## src/design/asrc_defines.vh

```
// Constants for the asynchronous static memory host controller
// Function
// - Write only while both selects and strobe active
// - Host holds selects long before write end
// - Host holds address valid through whole cycle
// - Address valid by write window start
// - Host keeps write window open long enough
// - Host sets up write data before end
// - Host never drives against device outputs
// - Gate-low writes cover overlap plus float delay
// - Active-high select low gates inputs in retention
// - Deselect before retention, then wait recovery
`ifndef ASRC_DEFINES_VH
`define ASRC_DEFINES_VH
`define ASRC_ADDR_W 17
`define ASRC_DATA_W 8
`define ASRC_CLK_NS 100
// Slowest grade figures, so every grade is served
`define ASRC_READ_CYCLE_NS 85
`define ASRC_SELECT_TO_VALID_NS 85
`define ASRC_GATE_TO_VALID_NS 45
`define ASRC_DESELECT_TO_FLOAT_NS 30
`define ASRC_WRITE_WINDOW_NS 75
`define ASRC_DATA_BEFORE_END_NS 35
`define ASRC_RECOVERY_MS 5
// Nanosecond least times round up, plus one spare cycle
`define ASRC_CYC_UP(ns) (((ns) + `ASRC_CLK_NS - 1) / `ASRC_CLK_NS + 1)
`define ASRC_READ_CYC `ASRC_CYC_UP(`ASRC_SELECT_TO_VALID_NS)
`define ASRC_WRITE_CYC `ASRC_CYC_UP(`ASRC_WRITE_WINDOW_NS)
`define ASRC_FLOAT_CYC `ASRC_CYC_UP(`ASRC_DESELECT_TO_FLOAT_NS)
`define ASRC_RECOVERY_CYC ((`ASRC_RECOVERY_MS * 1000000) / `ASRC_CLK_NS)
`define ASRC_CNT_W 16
`endif

```

## src/design/asrc_host.v

```verilog
// Host controller sequencing reads, writes and retention of the memory
`timescale 1ns/100ps
`include "asrc_defines.vh"
module asrc_host
#(
  parameter RECOVERY_CYC = `ASRC_RECOVERY_CYC
)
(
  input  wire                      clk_i,
  input  wire                      reset_i,
  input  wire                      req_i,
  input  wire                      req_write_i,
  input  wire [`ASRC_ADDR_W-1:0]   req_addr_i,
  input  wire [`ASRC_DATA_W-1:0]   req_wdata_i,
  input  wire                      retain_i,
  output reg                       busy_o,
  output reg                       done_o,
  output reg  [`ASRC_DATA_W-1:0]   rdata_o,
  output reg                       retained_o,
  output reg  [`ASRC_ADDR_W-1:0]   mem_addr_o,
  output reg                       select_active_low_n_o,
  output reg                       select_active_high_o,
  output reg                       write_strobe_n_o,
  output reg                       output_gate_n_o,
  output reg  [`ASRC_DATA_W-1:0]   mem_data_o,
  output reg                       mem_data_oe_n_o,
  input  wire [`ASRC_DATA_W-1:0]   mem_data_i
);
  localparam [6:0] ST_IDLE   = 7'h01;
  localparam [6:0] ST_READ   = 7'h02;
  localparam [6:0] ST_WRITE  = 7'h04;
  localparam [6:0] ST_FLOAT  = 7'h08;
  localparam [6:0] ST_RETAIN = 7'h10;
  localparam [6:0] ST_RECOV  = 7'h20;
  localparam [6:0] ST_SETUP  = 7'h40;

  reg [6:0]               state;
  reg [`ASRC_CNT_W-1:0]   count;
  reg [`ASRC_DATA_W-1:0]  data_meta;
  reg [`ASRC_DATA_W-1:0]  data_sync;
  reg                     retain_meta;
  reg                     retain_sync;

  // Two extra cycles let read data cross the synchroniser
  localparam integer READ_LOAD  = `ASRC_READ_CYC + 2;
  localparam integer WRITE_LOAD = `ASRC_WRITE_CYC;
  localparam integer FLOAT_LOAD = `ASRC_FLOAT_CYC;

  // Counters end at one so a load of N lasts N cycles
  function cnt_last;
    input [`ASRC_CNT_W-1:0] value;
    begin
      cnt_last = (value == {{(`ASRC_CNT_W-1){1'b0}}, 1'b1});
    end
  endfunction

  function [`ASRC_CNT_W-1:0] cnt_dec;
    input [`ASRC_CNT_W-1:0] value;
    begin
      cnt_dec = value - {{(`ASRC_CNT_W-1){1'b0}}, 1'b1};
    end
  endfunction

  // Cycle counts are integers; cut to the counter on purpose
  function [`ASRC_CNT_W-1:0] cnt_load;
    input integer cycles;
    begin
      cnt_load = cycles[`ASRC_CNT_W-1:0];
    end
  endfunction

  // Memory pins are foreign to this clock
  always @(posedge clk_i)
  begin
    if (reset_i)
    begin
      data_meta   <= {`ASRC_DATA_W{1'b0}};
      data_sync   <= {`ASRC_DATA_W{1'b0}};
      retain_meta <= 1'b0;
      retain_sync <= 1'b0;
    end
    else
    begin
      data_meta   <= mem_data_i;
      data_sync   <= data_meta;
      retain_meta <= retain_i;
      retain_sync <= retain_meta;
    end
  end

  always @(posedge clk_i)
  begin
    if (reset_i)
    begin
      state                 <= ST_IDLE;
      count                 <= {`ASRC_CNT_W{1'b0}};
      busy_o                <= 1'b0;
      done_o                <= 1'b0;
      rdata_o               <= {`ASRC_DATA_W{1'b0}};
      retained_o            <= 1'b0;
      mem_addr_o            <= {`ASRC_ADDR_W{1'b0}};
      select_active_low_n_o <= 1'b1;
      select_active_high_o  <= 1'b0;
      write_strobe_n_o      <= 1'b1;
      output_gate_n_o       <= 1'b1;
      mem_data_o            <= {`ASRC_DATA_W{1'b0}};
      mem_data_oe_n_o       <= 1'b1;
    end
    else
    begin
      done_o <= 1'b0;
      case (state)
        ST_IDLE:
        begin
          if (retain_sync)
          begin
            // Deselect first, retention follows next cycle
            select_active_low_n_o <= 1'b1;
            select_active_high_o  <= 1'b0;
            // Other controls parked firm, host data released
            write_strobe_n_o      <= 1'b1;
            output_gate_n_o       <= 1'b1;
            mem_data_oe_n_o       <= 1'b1;
            busy_o                <= 1'b1;
            state                 <= ST_RETAIN;
          end
          else if (req_i)
          begin
            busy_o     <= 1'b1;
            mem_addr_o <= req_addr_i;
            if (req_write_i)
            begin
              // Gate kept high so device never drives
              output_gate_n_o <= 1'b1;
              mem_data_o      <= req_wdata_i;
              mem_data_oe_n_o <= 1'b0;
              state           <= ST_SETUP;
            end
            else
            begin
              write_strobe_n_o      <= 1'b1;
              select_active_low_n_o <= 1'b0;
              select_active_high_o  <= 1'b1;
              output_gate_n_o       <= 1'b0;
              count <= cnt_load(READ_LOAD);
              state <= ST_READ;
            end
          end
        end
        ST_SETUP:
        begin
          // Selects and strobe together open the window
          select_active_low_n_o <= 1'b0;
          select_active_high_o  <= 1'b1;
          write_strobe_n_o      <= 1'b0;
          count <= cnt_load(WRITE_LOAD);
          state <= ST_WRITE;
        end
        ST_WRITE:
        begin
          if (cnt_last(count))
          begin
            // Strobe ends the write; data, address held one more cycle
            write_strobe_n_o      <= 1'b1;
            select_active_low_n_o <= 1'b1;
            select_active_high_o  <= 1'b0;
            count <= cnt_load(FLOAT_LOAD);
            state <= ST_FLOAT;
          end
          else
            count <= cnt_dec(count);
        end
        ST_READ:
        begin
          if (cnt_last(count))
          begin
            rdata_o               <= data_sync;
            output_gate_n_o       <= 1'b1;
            select_active_low_n_o <= 1'b1;
            select_active_high_o  <= 1'b0;
            // Wait out the float time before host may drive
            count <= cnt_load(FLOAT_LOAD);
            state <= ST_FLOAT;
          end
          else
            count <= cnt_dec(count);
        end
        ST_FLOAT:
        begin
          mem_data_oe_n_o <= 1'b1;
          if (cnt_last(count))
          begin
            busy_o <= 1'b0;
            done_o <= 1'b1;
            state  <= ST_IDLE;
          end
          else
            count <= cnt_dec(count);
        end
        ST_RETAIN:
        begin
          retained_o <= 1'b1;
          if (!retain_sync)
          begin
            retained_o <= 1'b0;
            count <= RECOVERY_CYC[`ASRC_CNT_W-1:0];
            state <= ST_RECOV;
          end
        end
        ST_RECOV:
        begin
          if (count <= {{(`ASRC_CNT_W-1){1'b0}}, 1'b1})
          begin
            busy_o <= 1'b0;
            state  <= ST_IDLE;
          end
          else
            count <= cnt_dec(count);
        end
        default:
          state <= ST_IDLE;
      endcase
    end
  end
endmodule

```

## config.mk

```make
export PLATFORM = sky130hd
export DESIGN_NAME = asrc_host
export DESIGN_NICKNAME = d
export VERILOG_FILES = /design/src/design/asrc_host.v
export VERILOG_INCLUDE_DIRS = /design/src /design/src/design
export SDC_FILE = /design/constraint.sdc
export NUM_CORES = 1
export LEC_CHECK = 0
export ABC_AREA = 1
export ABC_CLOCK_PERIOD_IN_PS = 3000
export BUFFER_PORTS_ARGS = -buffer_cell sky130_fd_sc_hd__buf_2
export CORE_ASPECT_RATIO = 0.9
export CORE_MARGIN = 4
export CORE_UTILIZATION = 49
export CTS_CLUSTER_SIZE = 14
export DETAILED_ROUTE_END_ITERATION = 7
export PLACE_DENSITY = 0.7
export SLEW_MARGIN = 20
export SYNTH_ARGS = -nofsm -noshare
export SYNTH_HDL_FRONTEND = slang
export SYNTH_SLANG_ARGS = --single-unit
```

## constraint.sdc

```tcl
create_clock -name clk_i -period 3 [get_ports clk_i]
set_clock_uncertainty 0.15 [all_clocks]
set_input_delay 0.6 -clock clk_i [delete_from_list [all_inputs] [get_ports clk_i]]
set_output_delay 0.6 -clock clk_i [all_outputs]
set_load 0.05 [all_outputs]
```

---- Word-level counts from Yosys, hierarchy flattened ----
Cells that the tools add are included.
storage, ports and cells
  bits in registers ....................... 82
  output and inout port bits .............. 41
  word-level logic and storage cells ...... 103
operators by class
  add/subtract/negate cells ............... 1
  magnitude comparators ................... 1
  eq/ne operators ......................... 22
  muxes and demuxes ....................... 42
  bitwise gates (word level) .............. 2
  reduce and logical (&&, ||, !) cells .... 18
operator list
  operator                                                                 number
  16-bit 2-to-1 mux                                                        7
  16-bit one-hot mux with 6 select lines                                   1
  7-bit 2-to-1 mux                                                         7
  7-bit one-hot mux with 6 select lines                                    1
  1-bit 2-to-1 mux                                                         20
  2-bit inequality test (second input constant)                            10
  16-bit by 1-bit == test with 1-bit output (second input constant)        1
  16-bit by 1-bit <= comparator with 1-bit output (second input constant)  1
  4-bit AND reduction                                                      4
  16-bit by 1-bit subtractor with 16-bit output (second input constant)    1
  1-bit one-hot mux with 3 select lines                                    4
  3-bit inequality test (second input constant)                            3
  3-bit AND reduction                                                      3
  3-bit nonzero test                                                       3
  7-bit by 1-bit == test with 1-bit output (second input constant)         1
  7-bit by 2-bit == test with 1-bit output (second input constant)         1
  7-bit by 3-bit == test with 1-bit output (second input constant)         1
  7-bit by 4-bit == test with 1-bit output (second input constant)         1
  7-bit by 5-bit == test with 1-bit output (second input constant)         1
  7-bit by 6-bit == test with 1-bit output (second input constant)         1
  7-bit == test (second input constant)                                    1
  7-bit AND reduction                                                      1
  6-bit nonzero test                                                       1
  5-bit AND reduction                                                      1
  6 further kinds                                                          10

---- Logic depth before layout (Yosys ltp) ----
  depth in word-level cells ............... 4
  depth in mapped cells ................... 13
  gate-level depth less buffers ........... 12

---- Worst setup path before layout ----
OpenSTA, ideal clock, no wires.
  path kind ............................... input-to-reg
  from .................................... input req_write_i
  to ...................................... register count[0]
  library setup time ...................... 0.114 ns
  arrival ................................. 1.607 ns
  required time ........................... 2.736 ns
  setup slack ............................. 1.129 ns
  cell stages on the path ................. 8
  cell sequence ........................... or2_1 > nand3_1 > nand3_1 > nor2_1 > nand3_4 > buf_6 > a21oi_1 > nor2_1
between the ends
  longest elaborated chain between the ends .. 2
ends and longest elaborated chain
  what                             line             text
  from (decl)                      asrc_host.v:12   input wire req_write_i,
  2-bit inequality test (no line)  --
  7-bit AND reduction (no line)    --
  to (signal assigned)             asrc_host.v:96   count <= {`ASRC_CNT_W{1'b0}};
  to (signal assigned)             asrc_host.v:145  count <= cnt_load(READ_LOAD);
  to (signal assigned)             asrc_host.v:156  count <= cnt_load(WRITE_LOAD);
  to (decl)                        asrc_host.v:38   reg [`ASRC_CNT_W-1:0] count;
No other way between the ends.
A chain may end at the register's enable or synchronous reset.

---- Final worst setup path ----
  from .................................... register count[1]
  to ...................................... register count[3]
between the ends
  longest elaborated chain between the ends .. 3
ends and longest elaborated chain
  what                                                                           line             text
  16-bit by 1-bit subtractor with 16-bit output (tied with other cells)          asrc_host.v:60   cnt_dec = value - {{(`ASRC_CNT_W-1){1'b0}}, 1'b1};
  16-bit 2-to-1 mux (tied with other cells)                                      asrc_host.v:212  if (count <= {{(`ASRC_CNT_W-1){1'b0}}, 1'b1})
  16-bit one-hot mux with 6 select lines or 7-bit AND reduction (tied branches)  --
Parallel ways exist; a longest one is shown, timed or not. The select of a mux whose other input is x is not followed.

==> flow_summary.toml <==
[clock_tree]
cts_buffers = 9
cts_setup_buffers = 0
clock-sinks = 82
cts_hold_buf = 0
cts_max_level = 3
cts_root_buf = "clkbuf_8"
clkLatencyLatePin_ns = 0.36
post_cts_resized = 0
cts_buffer_depth = 2
cts_tree = "done"
clk_pin_slew_ns = 0.10

[worst_setup_path]
crit_arrival_ns = 2.40
worstSetupPathType = "reg -> reg"
rr_worst_depth = 12
crit_path_frequent_cell = "nand2_1"
endpoint_kind = "flip-flop"
critPathMaxStageDelay_ns = 0.38
critPathLaunchType = "flip-flop"
crit_family = "simple AND/OR/NAND/NOR gates"
worstPathCellList = "inv_1 > ha_1 > nand2_1 > nor2_1 > nand2_1 > nor2_1 > inv_1 > nand3_1 > nor2_4 > nand2_1 > nand2_1 > nor2_1"
worst_ep_required_time_ns = 3.09
critPathMaxFanout = 13
cpMaxStageDelayCell = "nand2_1"
worst-path-buf-inv = 2
crit_cells = 12

[floorplanning]
die_h_um = 91.6
io_pins = 79
die_w_um = 101
core_um2 = 7540
rows = 30
start_util_pct = 50.4
die_area_um2 = 9240

[logic_synthesis]
seq_area_frac_synth_pct = 43.2
syn-instance-count = 528
syn_nets = 568
synth.area.top_cells = "dfxtp_1 (43%), nor2_1 (12%), nand2_1 (8.2%)"
synth_seq_cells = 82
synth.distinct_cells = 35
async_flop_share_pct = 0
synth_top_cell_area_share_pct = 43.2
syn_area_um2 = 3800
yosys.area.top_type = "dfxtp_1"
ys.flop_type = "dfxtp_1"
syn_avg_cell_area_um2 = 7.20
synth-edff-count = 0
synth_warnings = 0

[routing]
drtIter0Drc = 198
dr.pass1.iters = 4
ant_nets = 0
post_drt_wl_per_cell_um = 12.5
wl_mm = 8.79
drt-vias-per-instance = 4.95
vias = 3490
drc = 0

[power_and_ir_drop]
seq_power_share_pct = 29.1
p_leak_nw = 2.21
vdd_drop_max_v = 0.000557
power.density_nw_per_um2 = 1160
sw_frac_of_total_pct = 52.1
power_switching_mw = 2.69
p_int_mw = 2.47
p_clk_share_pct = 15.2
comb_power_share_pct = 55.8

[grt]
overflow = 0
grt_max_degree = 43
antenna_found_initial = 0
grt_pass1_vias = 3246
track_usage_pct = 19.7
grt_pass1_wl_mm = 14.8

[timing]
slew_viol_final = 0
finalCriticalPeriod_ns = 2.32
slew_headroom_pct = 57.8
fmax_ghz = 0.432
finalHoldViolCount = 0
setup_viol = 0
tns_ns = 0
tightest_slew_ns = 0.633
finalCritPeriodShare_pct = 77.2
rsz0062_at_grt = "false"
hold_slack_ns = 0.254

[place]
place.gp.congestion = 0.899
hpwl_mm = 6.30
port_buffers = 78

[layout]
antenna_cells = 0
syn_to_final_growth_pct = 16.6
layout-drive-gt1-share_pct = 25.1
nets = 644

[run]
maxCapViolCount = 0

[status]
outcome = "finished, final reports clean"

[worst_hold_path]
holdPathStages = 2
hold_class = "reg -> reg"
## worst reg2reg max path, delay by kind of cell (launching register included)
family	cells	cell delay (ns)
fa+ha+maj	1	0.19
buf+inv	2	0.19
flops	1	0.34
simple gates	9	1.31
## sequential cells by signal (all words and copies together), names as in the netlist, 7 cells and up
signal      cells
mem_addr_o     17
count          16
state           7
rdata_o         8
data_meta       8
mem_data_o      8
data_sync       8
## metrics by stage
step	std cells	total power [mW]	setup WS, ns	util (%)	instance area (um^2)
after CTS	705	5.16	0.701	58.8	4440
after global placement	689	4.32	0.765	56.2	4240
after global routing	705	5.58	0.484	58.8	4440
after detailed placement	689	4.37	0.728	56.2	4240
after floorplan	528	3.90	1.13	-	3800
final	705	5.15	0.684	58.8	4440
## layout by cell type (no fill, tap or decap), types with 2 or more instances in the layout
| cell | synthesis | final |
|---|---|---|
| dfxtp_1 | 82 | 82 |
| nor2_2 | 9 | 9 |
| nand3_4 | 2 | 2 |
| inv_2 | 11 | 11 |
| o211ai_1 | 2 | 2 |
| inv_6 | 0 | 3 |
| buf_2 | 2 | 78 |
| nor2_4 | 4 | 4 |
| nand2_4 | 6 | 6 |
| nand4_1 | 8 | 8 |
| a21oi_2 | 8 | 8 |
| nand2_2 | 11 | 11 |
| a21oi_1 | 22 | 22 |
| nor2_1 | 120 | 120 |
| buf_4 | 0 | 4 |
| inv_1 | 50 | 50 |
| clkbuf_8 | 0 | 9 |
| ha_1 | 2 | 2 |
| nand3_1 | 36 | 36 |
| o21ai_0 | 36 | 36 |
| nand2_1 | 83 | 83 |
| xor2_1 | 8 | 8 |
## synthesized netlist by cell type, types with 2 or more instances
library cell / n
inv_2: 11
nand2_1: 83
buf_6: 3
clkbuf_1: 9
o21ai_0: 36
ha_1: 2
xor2_1: 8
nand3_4: 2
dfxtp_1: 82
a21oi_1: 22
nand3_1: 36
nand2_4: 6
nand4_1: 8
o211ai_1: 2
nor2_4: 4
inv_1: 50
a21oi_2: 8
nor2_2: 9
buf_2: 2
nand2_2: 11
nor2_1: 120
## power by group through the flow
stage	clock, mW	combinational, mW	sequential, mW
floorplan	0	1.87	2.03
global placement	0	2.81	1.51
detailed placement	0	2.85	1.52
CTS	0.806	2.86	1.50
global route	0.854	3.20	1.52
finish	0.782	2.87	1.50
## layout make-up
cell class              instances  area [um^2]
clock inverters                 7         70.1
clock buffers                   9          124
well taps                      96          120
multi-input cells             367         1830
flip-flops and latches         82         1640
inverters                      62          234
repair buffers                 82          420
fillers                       727         3110
## path summary, 6_finish.rpt
path	end	slack [ns]	from
setup / recovery	count[3]$_SDFFE_PP0P_	0.68	count[1]$_SDFFE_PP0P_
hold reg to reg	data_sync[1]$_SDFF_PP0_	0.25	data_meta[1]$_SDFF_PP0_
setup reg to reg	count[3]$_SDFFE_PP0P_	0.68	count[1]$_SDFFE_PP0P_
hold / removal	data_sync[1]$_SDFF_PP0_	0.25	data_meta[1]$_SDFF_PP0_
## logic make-up after synthesis
family | synth area share (%)
buffers and inverters | 8.82
adders and majority gates | 0.658
xor gates and xnor gates | 2.07
AOI/OAI and AO/OA | 10.2
and+or+nand+nor | 35.1
DFF | 43.2
## per-layer routing
layer / part of all wire, % / wire length [um] / GRT usage (%)
met4: 1.1 / 95 / 6.29
met2: 46 / 4030 / 31.0
met5: 0 / 0 / 0
met1: 46 / 4090 / 25.6
met3: 6.6 / 581 / 5.91
Note: power is estimated with default switching activity, not from simulation.
